**config.mk**
```make
export PLATFORM = sky130hd
export DESIGN_NAME = slcs_device_end_flat
export DESIGN_NICKNAME = d
export VERILOG_FILES = /design/src/verilog/slcs_pkg.sv /design/src/verilog/slcs_link_if.sv /design/src/verilog/slcs_device_end.sv /design/src/flat_wrapper.sv
export SDC_FILE = /design/constraint.sdc
export NUM_CORES = 1
export LEC_CHECK = 0
export ABC_AREA = 1
export BUFFER_PORTS_ARGS = -buffer_cell sky130_fd_sc_hd__buf_4
export CORE_UTILIZATION = 45
export DETAILED_ROUTE_END_ITERATION = 6
export MAX_ROUTING_LAYER = met4
export PLACE_DENSITY_LB_ADDON = 0.25
export SYNTH_ARGS = -nofsm -noshare
export SYNTH_HDL_FRONTEND = slang
export SYNTH_SLANG_ARGS = --single-unit
```
**constraint.sdc**
```tcl
create_clock -name sys_clk -period 2.5 [get_ports sys_clk]
set_input_delay 0.625 -clock sys_clk [delete_from_list [all_inputs] [get_ports sys_clk]]
set_output_delay 0.625 -clock sys_clk [all_outputs]
set_load 0.03 [all_outputs]
```
**src/verilog/slcs_pkg.sv**
```systemverilog
// Shared constants for the serial link configuration and status block
package slcs_pkg;
	// Device register offsets
	localparam logic [7:0] ADDR_LINK_CFG  = 8'h60;
	localparam logic [7:0] ADDR_TEST_PAT  = 8'h61;
	localparam logic [7:0] ADDR_RAMP_LO   = 8'h62;
	localparam logic [7:0] ADDR_RAMP_HI   = 8'h63;
	localparam logic [7:0] ADDR_LANE_POL  = 8'h64;
	localparam logic [7:0] ADDR_LINK_STAT = 8'h6C;
	// Device reset values
	localparam logic [7:0] RST_LINK_CFG   = 8'h7F;
	localparam logic [7:0] RST_TEST_PAT   = 8'h00;
	localparam logic [7:0] RST_RAMP_LO    = 8'h01;
	localparam logic [7:0] RST_RAMP_HI    = 8'h00;
	localparam logic [7:0] RST_LANE_POL   = 8'h00;
	// Field positions
	localparam int CFG_SCRAMBLE_BIT = 7;
	localparam int CFG_FRAMES_HI    = 6;
	localparam int CFG_FRAMES_LO    = 2;
	localparam int CFG_RESV_BIT     = 1;
	localparam int CFG_ENABLE_BIT   = 0;
	localparam int POL_LANE1_BIT    = 3;
	localparam int POL_LANE0_BIT    = 2;
	localparam int STAT_MOVED_BIT   = 4;
	localparam int STAT_ALIGN_BIT   = 3;
	localparam logic [7:0] TEST_PAT_MASK = 8'h0F;
	localparam logic [7:0] LANE_POL_MASK = 8'h0C;
	localparam logic [7:0] CFG_RESV_ONE  = 8'h02;
	localparam logic [4:0] FRAMES_MIN_CODE = 5'h10;
	// Test pattern codes
	localparam logic [3:0] TP_NORMAL = 4'h0;
	localparam logic [3:0] TP_PRBS7  = 4'h1;
	localparam logic [3:0] TP_PRBS15 = 4'h2;
	localparam logic [3:0] TP_PRBS23 = 4'h3;
	localparam logic [3:0] TP_RESV4  = 4'h4;
	localparam logic [3:0] TP_ILA    = 4'h5;
	localparam logic [3:0] TP_RAMP   = 4'h6;
	localparam logic [3:0] TP_K285   = 4'h7;
	localparam logic [3:0] TP_D215   = 4'h8;
	localparam logic [3:0] TP_LOW    = 4'h9;
	localparam logic [3:0] TP_HIGH   = 4'hA;
	// Line characters
	localparam logic [7:0] CHAR_ALT   = 8'h55;
	localparam logic [7:0] CHAR_K28_5 = 8'hBC;
	localparam logic [7:0] CHAR_D21_5 = 8'hB5;
	localparam logic [7:0] CHAR_K28_0 = 8'h1C;
	localparam logic [7:0] CHAR_K28_3 = 8'h7C;
	localparam logic [7:0] CHAR_K28_4 = 8'h9C;
	localparam logic [7:0] CHAR_LOW   = 8'h00;
	localparam logic [7:0] CHAR_HIGH  = 8'hFF;
	// Timing in frame clocks (one frame per sys_clk)
	localparam logic [2:0] SYNC_MIN_FRAMES = 3'h4;
	localparam logic [1:0] ILA_LAST_MF     = 2'h3;
	// Host command registers
	localparam logic [7:0] HC_CTRL   = 8'h00;
	localparam logic [7:0] HC_ADDR   = 8'h01;
	localparam logic [7:0] HC_WDATA  = 8'h02;
	localparam logic [7:0] HC_RREQ   = 8'h03;
	localparam logic [7:0] HC_RDATA  = 8'h04;
	localparam logic [7:0] HC_STAT   = 8'h05;
	localparam int HC_SYNC_BIT    = 0;
	localparam int HC_SYSREF_BIT  = 1;
	localparam int HC_REFUSED_BIT = 1;
endpackage

```
**src/verilog/slcs_link_if.sv**
```systemverilog
// Signals between the converter's link end and the receiver side
interface slcs_link_if;
	logic [7:0] regAddr;
	logic [7:0] regWdata;
	logic       regWr;
	logic       regRd;
	logic [7:0] regRdata;
	logic       syncReq_n;
	logic       sysref;
	logic [7:0] laneData0;
	logic [7:0] laneData1;
	logic [1:0] laneCharK;

	modport device (
		input  regAddr, regWdata, regWr, regRd, syncReq_n, sysref,
		output regRdata, laneData0, laneData1, laneCharK
	);
	modport host (
		output regAddr, regWdata, regWr, regRd, syncReq_n, sysref,
		input  regRdata, laneData0, laneData1, laneCharK
	);
endinterface

```
**src/verilog/slcs_device_end.sv**
```systemverilog
// Converter end: link registers, status and two-lane character generator
//
// Functional notes
// - Software disables link before changing settings
// - Config bit 7 turns scrambler on
// - Bits 6:2 hold frames per multiframe minus one
// - Software keeps frames per multiframe 17 to 32
// - Software writes one to config bit 1
// - Link enable runs normal synchronization and data
// - Disabled link sends alternating 01010101 pattern
// - Codes 1-3 select PRBS7, PRBS15, PRBS23
// - Code 9 static low, code 10 high
// - Software avoids reserved test pattern codes
// - Sixteen-bit ramp step, resets to one
// - Software never programs ramp step zero
// - Polarity bits 3 and 2 invert lanes
// - Software writes zeros to reserved bits
// - Status register layout; two flags writable
// - Link up only once data flows
// - Sync request low four frames starts sync
// - Write one or clock loss clears flags
// - SYSREF sets align; phase shift sets moved
module slcs_device_end
	import slcs_pkg::*;
(
	// Clock and reset
	input  wire logic        sys_clk,
	input  wire logic        reset_n,
	// Link to the receiver side
	slcs_link_if.device      link,
	// Converter side
	input  wire logic [15:0] sample,
	input  wire logic        clockPresentPin,
	input  wire logic        pllLockPin,
	input  wire logic        calDonePin,
	output logic             linkEnabled
);
	typedef enum logic [2:0] {ST_IDLE, ST_WAIT, ST_CGS, ST_ILA, ST_DATA} slcs_dev_state_t;

	slcs_dev_state_t state;
	logic [7:0]  linkCfg;
	logic [7:0]  testPat;
	logic [7:0]  rampLo;
	logic [7:0]  rampHi;
	logic [7:0]  lanePol;
	logic [4:0]  pinMeta;
	logic [4:0]  pinSync;
	logic        sysrefPrev;
	logic [2:0]  syncLowCount;
	logic [4:0]  frameCount;
	logic [1:0]  ilaCount;
	logic [15:0] rampValue;
	logic [22:0] prbsState;
	logic [14:0] scramble0;
	logic [14:0] scramble1;
	logic        alignFlag;
	logic        phaseMoved;
	logic [7:0]  next_byte0;
	logic [7:0]  next_byte1;
	logic [1:0]  next_k;
	logic [22:0] next_prbs;
	logic [14:0] next_scramble0;
	logic [14:0] next_scramble1;
	logic [4:0]  framesLessOne;
	logic [3:0]  patCode;
	logic        syncIn;
	logic        sysrefRise;
	logic        clockOk;
	logic        linkUp;
	logic        statWrite;
	logic [15:0] dataWord;
	logic [22:0] scrOut0;
	logic [22:0] scrOut1;
	logic [8:0]  ilaOut;

	function automatic logic [22:0] prbsStep(input logic [22:0] s, input logic [1:0] sel);
		logic        fb;
		logic [22:0] r;
		r = s;
		fb = 1'b0;
		for (int i = 0; i < 8; i++) begin
			case (sel)
				2'h1: fb = r[6] ^ r[5];
				2'h2: fb = r[14] ^ r[13];
				default: fb = r[22] ^ r[17];
			endcase
			r = {r[21:0], fb};
		end
		return r;
	endfunction

	// Self-synchronous 1 + x^14 + x^15, returns {state, byte}
	function automatic logic [22:0] scrambleByte(input logic [14:0] s, input logic [7:0] d);
		logic [14:0] r;
		logic [7:0]  q;
		r = s;
		q = 8'h00;
		for (int i = 7; i >= 0; i--) begin
			q[i] = d[i] ^ r[14] ^ r[13];
			r = {r[13:0], q[i]};
		end
		return {r, q};
	endfunction

	// Alignment sequence character, returns {k, byte}
	function automatic logic [8:0] ilaChar(input logic [4:0] f, input logic [4:0] last,
		input logic [1:0] mf);
		if (f == 5'h00)
			return {1'b1, CHAR_K28_0};
		else if (f == last)
			return {1'b1, CHAR_K28_3};
		else if (mf == 2'h1 && f == 5'h01)
			return {1'b1, CHAR_K28_4};
		else
			return {1'b0, 3'h0, f};
	endfunction

	assign framesLessOne = linkCfg[CFG_FRAMES_HI:CFG_FRAMES_LO];
	assign patCode       = testPat[3:0];
	assign syncIn        = pinSync[4];
	assign clockOk       = pinSync[0];
	assign sysrefRise    = pinSync[3] & ~sysrefPrev;
	assign linkUp        = (state == ST_DATA);
	assign statWrite     = link.regWr && (link.regAddr == ADDR_LINK_STAT);
	assign linkEnabled   = linkCfg[CFG_ENABLE_BIT];

	// Pin synchronisers: sync request, SYSREF, clock, PLL, calibration
	always_ff @(posedge sys_clk) begin
		if (!reset_n) begin
			pinMeta    <= 5'h11;
			pinSync    <= 5'h11;
			sysrefPrev <= 1'b0;
		end else begin
			pinMeta    <= {link.syncReq_n, link.sysref, pllLockPin, calDonePin, clockPresentPin};
			pinSync    <= pinMeta;
			sysrefPrev <= pinSync[3];
		end
	end

	// Register writes; fields stored as written
	always_ff @(posedge sys_clk) begin
		if (!reset_n) begin
			linkCfg <= RST_LINK_CFG;
			testPat <= RST_TEST_PAT;
			rampLo  <= RST_RAMP_LO;
			rampHi  <= RST_RAMP_HI;
			lanePol <= RST_LANE_POL;
		end else if (link.regWr) begin
			if (link.regAddr == ADDR_LINK_CFG)
				linkCfg <= link.regWdata;
			else if (link.regAddr == ADDR_TEST_PAT)
				testPat <= link.regWdata;
			else if (link.regAddr == ADDR_RAMP_LO)
				rampLo <= link.regWdata;
			else if (link.regAddr == ADDR_RAMP_HI)
				rampHi <= link.regWdata;
			else if (link.regAddr == ADDR_LANE_POL)
				lanePol <= link.regWdata;
		end
	end

	// Register reads, answer in the following cycle
	always_ff @(posedge sys_clk) begin
		if (!reset_n) begin
			link.regRdata <= 8'h00;
		end else if (link.regRd) begin
			if (link.regAddr == ADDR_LINK_CFG)
				link.regRdata <= linkCfg;
			else if (link.regAddr == ADDR_TEST_PAT)
				link.regRdata <= testPat;
			else if (link.regAddr == ADDR_RAMP_LO)
				link.regRdata <= rampLo;
			else if (link.regAddr == ADDR_RAMP_HI)
				link.regRdata <= rampHi;
			else if (link.regAddr == ADDR_LANE_POL)
				link.regRdata <= lanePol;
			else if (link.regAddr == ADDR_LINK_STAT)
				link.regRdata <= {1'b0, linkUp, state != ST_CGS, phaseMoved, alignFlag,
					pinSync[2], pinSync[1], clockOk};
			else
				link.regRdata <= 8'h00;
		end else begin
			link.regRdata <= 8'h00;
		end
	end

	// SYSREF flags; hardware set wins over software clear
	always_ff @(posedge sys_clk) begin
		if (!reset_n || !clockOk) begin
			alignFlag  <= 1'b0;
			phaseMoved <= 1'b0;
		end else begin
			alignFlag  <= sysrefRise
				| (alignFlag & ~(statWrite & link.regWdata[STAT_ALIGN_BIT]));
			phaseMoved <= (sysrefRise && frameCount != 5'h00)
				| (phaseMoved & ~(statWrite & link.regWdata[STAT_MOVED_BIT]));
		end
	end

	// Local frame and multiframe counters
	always_ff @(posedge sys_clk) begin
		if (!reset_n) begin
			frameCount <= 5'h00;
			ilaCount   <= 2'h0;
		end else if (sysrefRise) begin
			frameCount <= 5'h00;
			ilaCount   <= 2'h0;
		end else if (frameCount >= framesLessOne) begin
			frameCount <= 5'h00;
			ilaCount   <= (state == ST_ILA || patCode == TP_ILA) ? ilaCount + 2'h1 : 2'h0;
		end else begin
			frameCount <= frameCount + 5'h01;
		end
	end

	// Length of the receiver's sync request
	always_ff @(posedge sys_clk) begin
		if (!reset_n || syncIn)
			syncLowCount <= 3'h0;
		else if (syncLowCount < SYNC_MIN_FRAMES)
			syncLowCount <= syncLowCount + 3'h1;
	end

	// Link synchronization sequence
	always_ff @(posedge sys_clk) begin
		if (!reset_n || !linkCfg[CFG_ENABLE_BIT]) begin
			state <= ST_IDLE;
		end else begin
			case (state)
				ST_IDLE: state <= ST_WAIT;
				ST_CGS:
					if (syncIn && frameCount >= framesLessOne)
						state <= ST_ILA;
				ST_ILA:
					if (syncLowCount == SYNC_MIN_FRAMES)
						state <= ST_CGS;
					else if (frameCount >= framesLessOne && ilaCount == ILA_LAST_MF)
						state <= ST_DATA;
				default:
					if (syncLowCount == SYNC_MIN_FRAMES)
						state <= ST_CGS;
			endcase
		end
	end

	// Ramp source advances once per sample in data phase
	always_ff @(posedge sys_clk) begin
		if (!reset_n || patCode != TP_RAMP)
			rampValue <= 16'h0000;
		else if (state == ST_DATA)
			rampValue <= rampValue + {rampHi, rampLo};
	end

	assign dataWord = (patCode == TP_RAMP) ? rampValue : sample;
	assign scrOut0  = scrambleByte(scramble0, dataWord[15:8]);
	assign scrOut1  = scrambleByte(scramble1, dataWord[7:0]);
	assign ilaOut   = ilaChar(frameCount, framesLessOne, ilaCount);

	// Lane character selection
	always_comb begin
		next_byte0     = CHAR_ALT;
		next_byte1     = CHAR_ALT;
		next_k         = 2'b00;
		next_prbs      = prbsState;
		next_scramble0 = scramble0;
		next_scramble1 = scramble1;
		if (linkCfg[CFG_ENABLE_BIT]) begin
			case (patCode)
				TP_PRBS7, TP_PRBS15, TP_PRBS23: begin
					next_prbs  = prbsStep(prbsState, patCode[1:0]);
					next_byte0 = next_prbs[7:0];
					next_byte1 = next_prbs[7:0];
				end
				TP_ILA: begin
					next_byte0 = ilaOut[7:0];
					next_byte1 = ilaOut[7:0];
					next_k     = {2{ilaOut[8]}};
				end
				TP_K285: begin
					next_byte0 = CHAR_K28_5;
					next_byte1 = CHAR_K28_5;
					next_k     = 2'b11;
				end
				TP_D215: begin
					next_byte0 = CHAR_D21_5;
					next_byte1 = CHAR_D21_5;
				end
				TP_LOW: begin
					next_byte0 = CHAR_LOW;
					next_byte1 = CHAR_LOW;
				end
				TP_HIGH: begin
					next_byte0 = CHAR_HIGH;
					next_byte1 = CHAR_HIGH;
				end
				default: begin
					case (state)
						ST_ILA: begin
							next_byte0 = ilaOut[7:0];
							next_byte1 = ilaOut[7:0];
							next_k     = {2{ilaOut[8]}};
						end
						ST_DATA: begin
							if (linkCfg[CFG_SCRAMBLE_BIT]) begin
								next_byte0     = scrOut0[7:0];
								next_byte1     = scrOut1[7:0];
								next_scramble0 = scrOut0[22:8];
								next_scramble1 = scrOut1[22:8];
							end else begin
								next_byte0 = dataWord[15:8];
								next_byte1 = dataWord[7:0];
							end
						end
						default: begin
							next_byte0 = CHAR_K28_5;
							next_byte1 = CHAR_K28_5;
							next_k     = 2'b11;
						end
					endcase
				end
			endcase
		end
	end

	// Lane outputs with polarity inversion
	always_ff @(posedge sys_clk) begin
		if (!reset_n) begin
			link.laneData0 <= CHAR_ALT;
			link.laneData1 <= CHAR_ALT;
			link.laneCharK <= 2'b00;
			prbsState      <= '1;
			scramble0      <= '1;
			scramble1      <= '1;
		end else begin
			link.laneData0 <= next_byte0 ^ {8{lanePol[POL_LANE0_BIT]}};
			link.laneData1 <= next_byte1 ^ {8{lanePol[POL_LANE1_BIT]}};
			link.laneCharK <= next_k;
			prbsState      <= next_prbs;
			scramble0      <= next_scramble0;
			scramble1      <= next_scramble1;
		end
	end
endmodule

```
**src/flat_wrapper.sv**
```systemverilog
// flat-port wrapper written by rule: the top's interface ports become plain ports
module slcs_device_end_flat import slcs_pkg::*;
  (sys_clk, reset_n, sample, clockPresentPin, pllLockPin, calDonePin, linkEnabled, link_regAddr, link_regWdata, link_regWr, link_regRd, link_syncReq_n, link_sysref, link_regRdata, link_laneData0, link_laneData1, link_laneCharK);
  slcs_link_if link_i ();
  input  wire logic sys_clk;
  input  wire logic reset_n;
  input  wire logic [15:0] sample;
  input  wire logic clockPresentPin;
  input  wire logic pllLockPin;
  input  wire logic calDonePin;
  output logic linkEnabled;
  input wire logic [$bits(link_i.regAddr)-1:0] link_regAddr;
  input wire logic [$bits(link_i.regWdata)-1:0] link_regWdata;
  input wire logic [$bits(link_i.regWr)-1:0] link_regWr;
  input wire logic [$bits(link_i.regRd)-1:0] link_regRd;
  input wire logic [$bits(link_i.syncReq_n)-1:0] link_syncReq_n;
  input wire logic [$bits(link_i.sysref)-1:0] link_sysref;
  output wire logic [$bits(link_i.regRdata)-1:0] link_regRdata;
  output wire logic [$bits(link_i.laneData0)-1:0] link_laneData0;
  output wire logic [$bits(link_i.laneData1)-1:0] link_laneData1;
  output wire logic [$bits(link_i.laneCharK)-1:0] link_laneCharK;
  assign link_i.regAddr = link_regAddr;
  assign link_i.regWdata = link_regWdata;
  assign link_i.regWr = link_regWr;
  assign link_i.regRd = link_regRd;
  assign link_i.syncReq_n = link_syncReq_n;
  assign link_i.sysref = link_sysref;
  assign link_regRdata = link_i.regRdata;
  assign link_laneData0 = link_i.laneData0;
  assign link_laneData1 = link_i.laneData1;
  assign link_laneCharK = link_i.laneCharK;
  slcs_device_end u_core (.sys_clk(sys_clk), .reset_n(reset_n), .link(link_i), .sample(sample), .clockPresentPin(clockPresentPin), .pllLockPin(pllLockPin), .calDonePin(calDonePin), .linkEnabled(linkEnabled));
endmodule
```
# Word level (Yosys, flattened, before mapping)
# Cells that the tools add are included.
# totals
mem_bits_ro	0
wordCells	201
n_memories	0
latch_bits	0
regBits	161
output_inout_bits	27
inputBits	41
ram_bits	0
# op_classes
eq_ne	29
order_cmp	2
n_addsub	4
n_reduce_logical	32
mul	0
bitwise	74
shifts	0
div	0
n_mux	38
# ops
cell	count
8-bit one-hot mux with 6 select lines	2
8-bit 2-to-1 mux	9
1-bit bitwise XOR	56
8-bit by 7-bit equality test with 1-bit output (second input constant)	6
8-bit one-hot mux with 2 select lines	2
9-bit 2-to-1 mux	3
16-bit adder	1
16-bit 2-to-1 mux	1
1-bit one-hot mux with 2 select lines	8
8-bit bitwise XOR	2
4-bit by 3-bit equality test with 1-bit output (second input constant)	3
4-bit equality test (second input constant)	3
3-bit 2-to-1 mux	4
1-bit inverter	9
3-bit one-hot mux with 3 select lines	1
4-bit by 2-bit equality test with 1-bit output (second input constant)	2
2-bit AND reduction	4
4-bit AND reduction	2
8-bit OR reduction	1
7-bit 2-to-1 mux	1
3-bit by 2-bit equality test with 1-bit output (second input constant)	2
3-bit equality test (second input constant)	2
2-bit one-hot mux with 3 select lines	1
3-bit AND reduction	2
other kinds (31)	52

# Logic depth before layout (Yosys ltp)
# Gate-level depths: netlist of run 1.
# logic_depth
ltp_word	9
ltp_mapped	18

# Least setup slack after synthesis of run 1
# OpenSTA, ideal clock, no wires.
# synth_timing
path_kind	register -> register
startpoint	register u_core.testPat[0]
endpoint	register u_core.scramble1[3]
required_ns	2.379
slack_ns	0.453
t_arrival_ns	1.927
setup_time_ns	0.121
n_path_buf	2
synth_period_minus_slack_ns	2.047
stages_incl_launch_ff	15
path_cell_list	dfxtp_1 > inv_1 > ha_1 > buf_4 > clkinv_2 > nand3b_2 > nand3_2 > inv_2 > nor2_4 > nand2_4 > nor4_4 > inv_2 > buf_6 > a21oi_1 > o21ai_1
# synth_between
elab_chain_cells	4
word_cells_on_any_way	15
# synth_rtl
item	line	source
start: declaration	slcs_device_end.sv:42	logic [7:0] testPat;
start signal: assignment	slcs_device_end.sv:152	testPat <= link.regWdata;
4-bit by 1-bit equality test with 1-bit output, or another cell as far along	slcs_device_end.sv:268	case (patCode)
8-bit OR reduction (no line) or 16-bit 2-to-1 mux (tied branches)	-	
1-bit inverter (no line) or 1-bit bitwise XOR (tied branches)	-	
4-bit AND reduction (no line) or 1-bit bitwise XOR (tied branches)	-	
end signal: assignment	slcs_device_end.sv:340	scramble1 <= next_scramble1;
end: declaration	slcs_device_end.sv:55	logic [14:0] scramble1;
# Several ways; a longest one is shown, not always the timed one.
# A chain may end at the register's enable or synchronous reset.

# Worst setup path after layout of run 1
# layout_timing
startpoint	register u_core.frameCount[1]
endpoint	register u_core.link.laneData1[4]
# layout_between
elab_chain_cells	9
word_cells_on_any_way	11
# layout_rtl
item	line	source
start: declaration	slcs_device_end.sv:50	logic [4:0] frameCount;
start signal: assignment	slcs_device_end.sv:212	frameCount <= frameCount + 5'h01;
5-bit by 1-bit equality test with 1-bit output	slcs_device_end.sv:112	else if (mf == 2'h1 && f == 5'h01)
1-bit logical AND	slcs_device_end.sv:112	
9-bit 2-to-1 mux	slcs_device_end.sv:112	
9-bit 2-to-1 mux	slcs_device_end.sv:110	else if (f == last)
9-bit 2-to-1 mux (*)	slcs_device_end.sv:108	if (f == 5'h00)
8-bit one-hot mux with 2 select lines	slcs_device_end.sv:297	case (state)
8-bit one-hot mux with 6 select lines (*)	slcs_device_end.sv:268	
8-bit 2-to-1 mux (*)	slcs_device_end.sv:267	if (linkCfg[CFG_ENABLE_BIT]) begin
8-bit bitwise XOR (*)	slcs_device_end.sv:336	link.laneData1 <= next_byte1 ^ {8{lanePol[POL_LANE1_BIT]}};
end signal: assignment	slcs_device_end.sv:336	
end: declaration	slcs_link_if.sv:16	output regRdata, laneData0, laneData1, laneCharK
# Mark *: on every way between the ends. The rest lies on a longest branch, timed or not.

==> results.sh, run 1 <==
export IMPL_status="finished clean"
export IMPL_routed_top_layer="met4"
export IMPL_max_stage_delay_ns=0.48
export IMPL_max_slew_worst_pin_slew_ns=0.5464
export IMPL_synth_compound_area_share_pct=18.75
export IMPL_area_growth_pct=17.43
export IMPL_cp_common_cell="nand2_1"
export IMPL_dpl_hpwl_mm=17.38
export IMPL_synthArstFlopShare_pct=0
export IMPL_die_area_mm2=0.01952
export IMPL_synth_top_family_by_area="simple AND/OR/NAND/NOR gates"
export IMPL_tns_ns=0
export IMPL_synth_main_ff_cell="dfxtp_1"
export IMPL_drt_iter0_markers=698
export IMPL_slowest_stage="dfxtp_1"
export IMPL_power_density_mw_per_mm2=675.6
export IMPL_clkLatencyLatePin_ns=0.44
export IMPL_num_rows=49
export IMPL_wire_per_inst_um=15.71
export IMPL_synthCells=1201
export IMPL_ys_seq_area_share_pct=37.54
export IMPL_cts_htree_levels=4
export IMPL_min_period_ns=2.363
export IMPL_crit_arrival_ns=2.67
export IMPL_firstDrtPassIters=6
export IMPL_root_buffer="clkbuf_16"
export IMPL_cp_buffers_inverters=0
export IMPL_dp_slack_ns=0.1100
export IMPL_yosysUniqueCellTypes=51
export IMPL_swShare_pct=28.91
export IMPL_layout_commonest_cell="nand2_1"
export IMPL_port_buffers=67
export IMPL_cts_buffers=17
export IMPL_critPathKind="flip-flop to flip-flop"
export IMPL_clk_pin_slew_ns=0.07
export IMPL_drive_gt1_share_pct=13.83
export IMPL_critPathMaxFanout=7
export IMPL_setup_ws_ns=0.1369
export IMPL_crit_family="simple AND/OR/NAND/NOR gates"
export IMPL_internal_power_mw=4.813
export IMPL_final_cell_mix="286 x nand2_1, 159 x dfxtp_1, 115 x inv_1"
export IMPL_place_congestion=0.9280
export IMPL_drt_total_wl_mm=23.70
export IMPL_period_share_pct=94.52
export IMPL_dr_wl_met3_mm=1.546
export IMPL_hold_viol=0
export IMPL_synth_mux_area_share_pct=0
export IMPL_combPwrFrac_pct=15.5
export IMPL_grt_pass1_wl_mm=38.22
export IMPL_synth_fp_nets=1274
export IMPL_synth_warning_count=0
export IMPL_fmax_mhz=423.2
export IMPL_clockPowerShare_pct=44.5
export IMPL_overflow=0
export IMPL_post_cts_buffers=0
export IMPL_yosys_area_share_simple_pct=25.51
export IMPL_startpoint_type="flip-flop"
export IMPL_cts_tree="yes"
export IMPL_met1Wirelength_mm=11.12
export IMPL_die_h_um=139.7
export IMPL_netlist_area_mm2=0.008533
export IMPL_ant_nets=0
export IMPL_n_antenna_cell=0
export IMPL_path_cells="ha_1 -> nand2_1 -> nor2_1 -> nand2_1 -> o211ai_1 -> or2_1 -> o21ai_1 -> o21ai_1 -> nand2_1 -> nand2_1 -> nand2_1 -> nand3_1"
export IMPL_drv_slew=0
export IMPL_die_w_um=139.7
export IMPL_core_area_mm2=0.01827
export IMPL_worstHoldPathType="primary input to flip-flop"
export IMPL_synth_edf_count=0
export IMPL_ir_drop_uv=494.7
export IMPL_cts_sinks=160
export IMPL_fin_nets=1340
export IMPL_skew_ns=0.01389
export IMPL_first_global_vias=7392
export IMPL_antenna_found_initial=0
export IMPL_route_met2_wl_mm=10.75
export IMPL_required_ns=2.81
export IMPL_power_frac_seq_pct=40.0
export IMPL_setup_viol=0
export IMPL_cap_violations=0
export IMPL_post_dp_cell_area_mm2=0.009336
export IMPL_vias=8093
export IMPL_pin_count=68
export IMPL_synthXorXnorAreaFrac_pct=5.337
export IMPL_fin_area_mm2=0.01002
export IMPL_total_leakage_power_nw=4.723
export IMPL_grt_use_total_pct=25.56
export IMPL_fillers=1779
export IMPL_viasPerCell=5.363
export IMPL_grt_max_degree=47
export IMPL_rsz0062_at_grt="false"
export IMPL_synth_fa_ha_area_share_pct=4.780
export IMPL_ys_ff_latch=160
export IMPL_p_switching_mw=1.957
export IMPL_p_total_mw=6.770
export IMPL_start_util_pct=46.71
export IMPL_cts_max_path_buffers=2
export IMPL_slew_headroom_pct=63.19
export IMPL_avgSynthCellArea_um2=7.105
export IMPL_post_route_drc_count=0
export IMPL_cp_end_kind="flip-flop"
==> final timing paths <==
check	endpoint	start	slack [ns]	cells after the start
worst max-delay path	u_core.link.laneData1[4]	u_core.frameCount[1]	0.14	12
worst max register to register	u_core.link.laneData1[4]	u_core.frameCount[1]	0.14	12
worst min register to register	u_core.pinSync[3]	u_core.pinMeta[3]	0.41	2
worst min-delay path	u_core.pinMeta[2]	pllLockPin	0.38	3
==> cell type report <==
cell class	instances	area [µm²]	share of cell area, %
clock buffer	17	425.4	4.245
clock inverter	15	245.2	2.447
inverter	131	495.5	4.944
multi-input combinational	866	4656	46.46
sequential	160	3204	31.98
tap	229	286.5	2.859
timing repair buffer	91	708.2	7.067
==> Yosys cell counts, types with 4 or more instances <==
cell / n / area (µm²)
nand3_1: 90 / 450.4
nor3_1: 7 / 35.03
nand2_1: 286 / 1074
o21ai_0: 61 / 305.3
a21o_1: 5 / 37.54
o2111ai_1: 4 / 35.03
a21oi_2: 8 / 70.07
or2_2: 8 / 50.05
xor2_1: 30 / 262.8
ha_1: 31 / 387.9
inv_1: 115 / 431.7
nor2_1: 77 / 289.0
clkbuf_1: 29 / 108.9
o21ai_1: 46 / 230.2
a21oi_1: 104 / 520.5
o211ai_1: 30 / 225.2
xnor2_1: 22 / 192.7
a211oi_1: 11 / 82.58
inv_2: 14 / 52.55
buf_4: 4 / 30.03
buf_2: 7 / 35.03
nand4_1: 8 / 50.05
dfxtp_1: 160 / 3203
==> kinds of logic after synthesis <==
logic type,after synthesis
and+or+nand+nor,500
AOI/OAI and AO/OA,282
buffers and inverters,175
DFF,160
xor gates and xnor gates,52
adders and majority gates,32
==> flip-flops by register name, indices dropped and copies added, names as in the netlist, 8 cells and up <==
signal	cells
u_core.scramble0	15
u_core.link.regRdata	8
u_core.prbsState	23
u_core.rampHi	8
u_core.lanePol	8
u_core.rampValue	16
u_core.link.laneData0	8
u_core.testPat	8
u_core.rampLo	8
u_core.link.laneData1	8
u_core.linkCfg	8
u_core.scramble1	15
==> power by group through the flow <==
stage | combinational [mW] | clock [mW] | sequential [mW]
CTS | 1.04 | 3.04 | 2.71
global placement | 1.02 | 0 | 2.77
detailed placement | 1.03 | 0 | 2.77
finish | 1.05 | 3.01 | 2.71
floorplan | 0.570 | 0 | 2.87
global route | 1.16 | 3.15 | 2.72
==> metal layers <==
metal	track usage [%]	up-vias
li1	-	4099
met1	34.49	3672
met2	39.84	291
met3	4.267	31
met4	5.899	0
met5	-	-
==> through the flow <==
| stage | utilization [%] | std cells | hold slack, ns |
|---|---|---|---|
| floorplan | - | 1201 | 0.3905 |
| global placement | 51.10 | 1477 | 0.3913 |
| detailed placement | 51.10 | 1477 | 0.4020 |
| CTS | 54.77 | 1509 | 0.3637 |
| global route | 54.85 | 1509 | 0.3671 |
| finish | 54.85 | 1509 | 0.3760 |
==> worst min-delay path, stage by stage <==
cell and delay (ns):
buf_4 0.07, nand2_1 0.04, inv_1 0.04
==> what timing repair did <==
action	4_1_cts	5_1_grt
hold buffers	0	0
setup endpoints to repair	0	43
resized for setup	0	7
Power figures use the tool's default switching activity.
==> run 2, diff against run 1 <==
Settings changed: BUFFER_PORTS_ARGS -buffer_cell sky130_fd_sc_hd__buf_4 to -buffer_cell sky130_fd_sc_hd__buf_2, CORE_MARGIN from default to 2, CTS_BUF_LIST from default to sky130_fd_sc_hd__clkbuf_4 sky130_fd_sc_hd__clkbuf_8 sky130_fd_sc_hd__clkbuf_16.
==> run 2 against run 1 <==
Net effect:
- sequential power is essentially flat
- combinational power decreased by 5%
- fmax increased by 1.9%
- clock-buffer cell count unchanged
- critical path depth stayed put
- die area is 2.9% higher
- first-iteration DRC count is 5.9% lower
- hold slack worse by 0.0013 ns
- non-clock buffer count increased by 3
- final area decreased by 1.7%
- global-route usage down 0.86 points
- register-to-register slack improved by 0.04 ns
- largest cell class unchanged
- largest power group unchanged
==> results.sh, run 2 (same netlist as run 1, synthesis figures left out) <==
export IMPL_slew_headroom_pct=59.12
export IMPL_fin_nets=1343
export IMPL_crit_arrival_ns=2.62
export IMPL_power_density_mw_per_mm2=664.3
export IMPL_min_path_cells=2
export IMPL_port_buffers=67
export IMPL_pin_count=68
export IMPL_n_antenna_cell=0
export IMPL_critPathMaxFanout=46
export IMPL_num_rows=50
export IMPL_cts_htree_levels=4
export IMPL_startpoint_type="flip-flop"
export IMPL_r2r_end="u_core.scramble0[2]"
export IMPL_dpl_hpwl_mm=17.51
export IMPL_worstHoldPathType="primary input to flip-flop"
export IMPL_status="finished clean"
export IMPL_first_global_vias=7345
export IMPL_ant_nets=0
export IMPL_firstDrtPassIters=5
export IMPL_min_delay_start="clockPresentPin"
export IMPL_core_area_mm2=0.01864
export IMPL_reg_top3="u_core.prbsState x23, u_core.rampValue x16"
export IMPL_start_util_pct=45.77
export IMPL_largest_reg_flops=23
export IMPL_hold_viol=0
export IMPL_dr_wl_met3_mm=1.119
export IMPL_rsz0062_at_grt="true"
export IMPL_p_total_mw=6.541
export IMPL_route_met2_wl_mm=10.51
export IMPL_routed_top_layer="met4"
export IMPL_fillers=1885
export IMPL_critPathKind="flip-flop to flip-flop"
export IMPL_grt_max_degree=82
export IMPL_required_ns=2.81
export IMPL_cts_sinks=160
export IMPL_place_congestion=0.9692
export IMPL_antenna_found_initial=0
export IMPL_hold_end="u_core.pinMeta[0]"
export IMPL_die_w_um=141.7
export IMPL_met1Wirelength_mm=11.42
export IMPL_die_area_mm2=0.02008
export IMPL_drv_slew=0
export IMPL_grt_pass1_wl_mm=37.92
export IMPL_cap_violations=0
export IMPL_grt_use_total_pct=24.70
export IMPL_drive_gt1_share_pct=13.88
export IMPL_ir_drop_uv=455.3
export IMPL_total_leakage_power_nw=4.659
export IMPL_vias=8022
export IMPL_skew_ns=0.006983
export IMPL_post_route_drc_count=0
export IMPL_setup_viol=0
export IMPL_r2r_start="u_core.testPat[1]"
export IMPL_cts_max_path_buffers=2
export IMPL_min_period_ns=2.318
export IMPL_layout_commonest_cell="nand2_1"
export IMPL_fin_util_pct=52.81
export IMPL_cp_end_kind="flip-flop"
export IMPL_viasPerCell=5.292
export IMPL_drt_total_wl_mm=23.64
export IMPL_max_slew_worst_pin_slew_ns=0.6131
export IMPL_clkLatencyLatePin_ns=0.43
export IMPL_reg2regPathDepth=12
export IMPL_drt_iter0_markers=657
export IMPL_period_share_pct=92.73
export IMPL_cts_buffers=17
export IMPL_area_growth_pct=15.38
export IMPL_overflow=0
export IMPL_hold_buffers=0
export IMPL_fmax_mhz=431.4
export IMPL_clk_pin_slew_ns=0.07
export IMPL_rrSetupSlack_ns=0.18
export IMPL_die_h_um=141.7
export IMPL_cts_tree="yes"
export IMPL_final_cell_mix="285 x nand2_1, 160 x dfxtp_1, 115 x inv_1"
export IMPL_max_flop_register="u_core.prbsState"
export IMPL_wire_per_inst_um=15.59
export IMPL_root_buffer="clkbuf_16"
[run 2: changes by cell type in the layout (fill, tap and decap cells not counted), moves of 2 or more]
cell / delta
buf_2: +67
buf_4: -64
clkinvlp_4: +3
clkinv_4: +2
ha_1: +2
ha_2: -2
inv_6: -2
inv_8: -2
o21ai_0: -2
o21ai_1: +2
[run 2: per-layer routing]
metal / global-route usage [%] / vias to the layer above
met5: - / -
met4: 7.789 / 0
met3: 4.354 / 49
met2: 37.94 / 235
met1: 33.26 / 3631
li1: - / 4107
[run 2: worst max path at each step]
stage | depth (start not counted) | startpoint | slack, ns | endpoint
after detailed placement | 12 | u_core.testPat[1] | 0.07 | u_core.scramble1[7]
after global placement | 12 | u_core.frameCount[2] | 0.18 | u_core.link.laneData0[4]
after global routing | 13 | u_core.testPat[0] | -0.04 | u_core.scramble0[2]
after floorplan | 14 | u_core.testPat[0] | 0.45 | u_core.scramble1[3]
after CTS | 12 | u_core.testPat[1] | 0.03 | u_core.scramble0[2]
final | 12 | u_core.testPat[1] | 0.18 | u_core.scramble0[2]
[run 2: where the power goes]
group | total, mW | internal (mW) | switching (mW)
logic | 1.00 | 0.305 | 0.696
registers | 2.73 | 2.65 | 0.0797
clock network | 2.81 | 1.69 | 1.13
total | 6.54 | 4.64 | 1.90
[run 2: what timing repair did]
item / 4_1_cts / 5_1_grt
gates resized for setup: 0 / 9
setup endpoints to repair: 0 / 43
buffers inserted: 0 / 1
endpoints found under the hold margin: 0 / 0
[run 2: area by class of cell]
type | count | area [µm²] | share of cell area (%)
Tap cell | 234 | 292.8 | 2.974
Timing Repair Buffer | 94 | 563.0 | 5.719
Inverter | 131 | 498.0 | 5.058
Clock buffer | 17 | 425.4 | 4.321
Sequential cell | 160 | 3203 | 32.53
Clock inverter | 14 | 206.4 | 2.097
Multi-Input combinational cell | 866 | 4657 | 47.30
[run 2: metrics by stage]
step           hold slack (ns)  area [µm²]  worst slack (ns)  setup TNS, ns  std cells
2_1_floorplan           0.3905        8533            0.4528              0       1201
6_report                0.3747        9846            0.1819              0       1516
5_1_grt                 0.3633        9846          -0.04293       -0.04293       1516
4_1_cts                 0.3629        9822           0.03440              0       1515
3_3_place_gp            0.3920        9190            0.1754              0       1484
3_5_place_dp            0.3984        9190           0.07262              0       1484
[run 2: worst max-delay path, stage by stage (launching register included)]
cell and delay (ns):
dfxtp_1 0.40, inv_1 0.11, ha_1 0.30, inv_2 0.16, nand3b_2 0.09, nand3_2 0.09, inv_2 0.08, nor2_4 0.10
nand2_4 0.09, nor4_4 0.27, inv_6 0.20, a21oi_1 0.20, o21ai_1 0.09
==> run 3, diff against run 2 <==
Settings changed: CORE_UTILIZATION 45 to 40.
==> run 3 against run 2 <==
Net effect:
- clock power is 8.9% lower
- routed wire length grew 3.8%
- largest power group is now registers
- clock-buffer cell count increased by 3
- utilization decreased by 5.7 points
- global-route usage shrank 1.6 points
- largest cell class unchanged
- sequential cell count unchanged
==> results.sh, run 3 (same netlist as run 1, synthesis figures left out) <==
export IMPL_drt_total_wl_mm=24.55
export IMPL_final_cell_mix="286 x nand2_1, 159 x dfxtp_1, 114 x inv_1"
export IMPL_cts_htree_levels=4
export IMPL_reg_top3="u_core.prbsState x23, u_core.rampValue x16"
export IMPL_cts_max_path_buffers=2
export IMPL_p_total_mw=6.311
export IMPL_die_h_um=150.1
export IMPL_post_dp_cell_area_mm2=0.009266
export IMPL_cts_buffers=17
export IMPL_viasPerCell=5.139
export IMPL_ant_nets=0
export IMPL_max_slew_worst_pin_slew_ns=0.6174
export IMPL_skew_ns=0.01215
export IMPL_slew_headroom_pct=58.41
export IMPL_cts_tree="yes"
export IMPL_root_buffer="clkbuf_16"
export IMPL_fmax_mhz=430.8
export IMPL_grt_use_total_pct=23.10
export IMPL_antenna_found_initial=0
export IMPL_dpl_hpwl_mm=18.23
export IMPL_fin_area_mm2=0.009866
export IMPL_cap_violations=0
export IMPL_cp_end_kind="flip-flop"
export IMPL_largest_reg_flops=23
export IMPL_max_flop_register="u_core.prbsState"
export IMPL_num_rows=53
export IMPL_clkLatencyLatePin_ns=0.44
export IMPL_total_leakage_power_nw=4.642
export IMPL_rsz0062_at_grt="false"
export IMPL_die_w_um=150.1
export IMPL_wire_per_inst_um=15.75
export IMPL_drt_iter0_markers=674
export IMPL_first_global_vias=7523
export IMPL_core_area_mm2=0.02096
export IMPL_fin_nets=1344
export IMPL_port_buffers=67
export IMPL_drv_slew=0
export IMPL_overflow=0
export IMPL_hold_viol=0
export IMPL_fin_util_pct=47.08
export IMPL_setup_viol=0
export IMPL_pin_count=68
export IMPL_ir_drop_uv=546.5
export IMPL_tns_ns=0
export IMPL_area_growth_pct=15.62
export IMPL_whs_ns=0.3704
export IMPL_vias=8007
export IMPL_place_congestion=0.9213
export IMPL_post_route_drc_count=0
export IMPL_drive_gt1_share_pct=14.19
export IMPL_critPathMaxFanout=4
export IMPL_layout_commonest_cell="nand2_1"
export IMPL_grt_pass1_wl_mm=39.25
export IMPL_firstDrtPassIters=5
export IMPL_required_ns=2.87
export IMPL_die_area_mm2=0.02252
export IMPL_clk_pin_slew_ns=0.07
export IMPL_cts_sinks=160
export IMPL_min_period_ns=2.321
export IMPL_startpoint_type="flip-flop"
export IMPL_period_share_pct=92.84
export IMPL_grt_max_degree=82
export IMPL_critPathKind="flip-flop to flip-flop"
export IMPL_start_util_pct=40.72
export IMPL_crit_arrival_ns=2.69
export IMPL_status="finished clean"
export IMPL_worstHoldPathType="primary input to flip-flop"
export IMPL_n_antenna_cell=0
export IMPL_power_density_mw_per_mm2=639.7
## run 3: changes by cell type in the layout (fill, tap and decap cells not counted), sizes merged
cell,previous run,this run
inv,133,132
clkinv,5,6
buf,94,95
clkbuf,17,20
bufinv,4,1
## run 3: power by group
| part | leakage [nW] | switching, mW | internal [mW] | total (mW) |
|---|---|---|---|---|
| logic | 3.07 | 0.726 | 0.313 | 1.04 |
| clock network | 0.273 | 1.12 | 1.44 | 2.56 |
| registers | 1.30 | 0.0682 | 2.65 | 2.72 |
## run 3: worst paths after layout
path / startpoint / to / slack, ns / cells past startpoint
max: u_core.rampLo[2] / u_core.rampValue[15] / 0.18 / 10
min: calDonePin / u_core.pinMeta[1] / 0.37 / 3
max reg2reg: u_core.rampLo[2] / u_core.rampValue[15] / 0.18 / 10
min reg2reg: u_core.pinMeta[1] / u_core.pinSync[1] / 0.41 / 2
## run 3: critical path, cell delays in order (launching register included)
cell	delay, ns
dfxtp_1	0.34
ha_1	0.35
nand3_1	0.09
nand2_1	0.13
a21boi_0	0.18
o21ai_0	0.54
nand3_1	0.19
a21o_1	0.20
nand2_1	0.05
nand2_1	0.05
a21oi_1	0.12
## run 3: cell type report
type	count	area [µm²]
sequential	160	3204
multi-input combinational	866	4659
clock inverter	11	106.4
clock buffer	20	460.4
fill	2175	11090
timing repair buffer	95	595.6
tap	275	344.1
inverter	131	495.5
## run 3: what timing repair did
action	4_1_cts	5_1_grt
buffers inserted	0	2
gates resized for setup	0	9
hold buffers	0	0
setup endpoints to repair	0	18
## run 3: stage by stage
stage          cells  worst slack (ns)
2_1_floorplan   1201            0.4528
3_3_place_gp    1525           0.08824
3_5_place_dp    1525            0.1200
4_1_cts         1556           0.09754
5_1_grt         1558           0.01253
6_report        1558            0.1789
## run 3: layer usage
layer	vias to the layer above	wire, µm	global-route usage [%]
li1	4112	-	-
met1	3636	11440	29.79
met2	207	11210	36.16
met3	52	1183	4.177
met4	0	711	8.585
met5	-	0	-
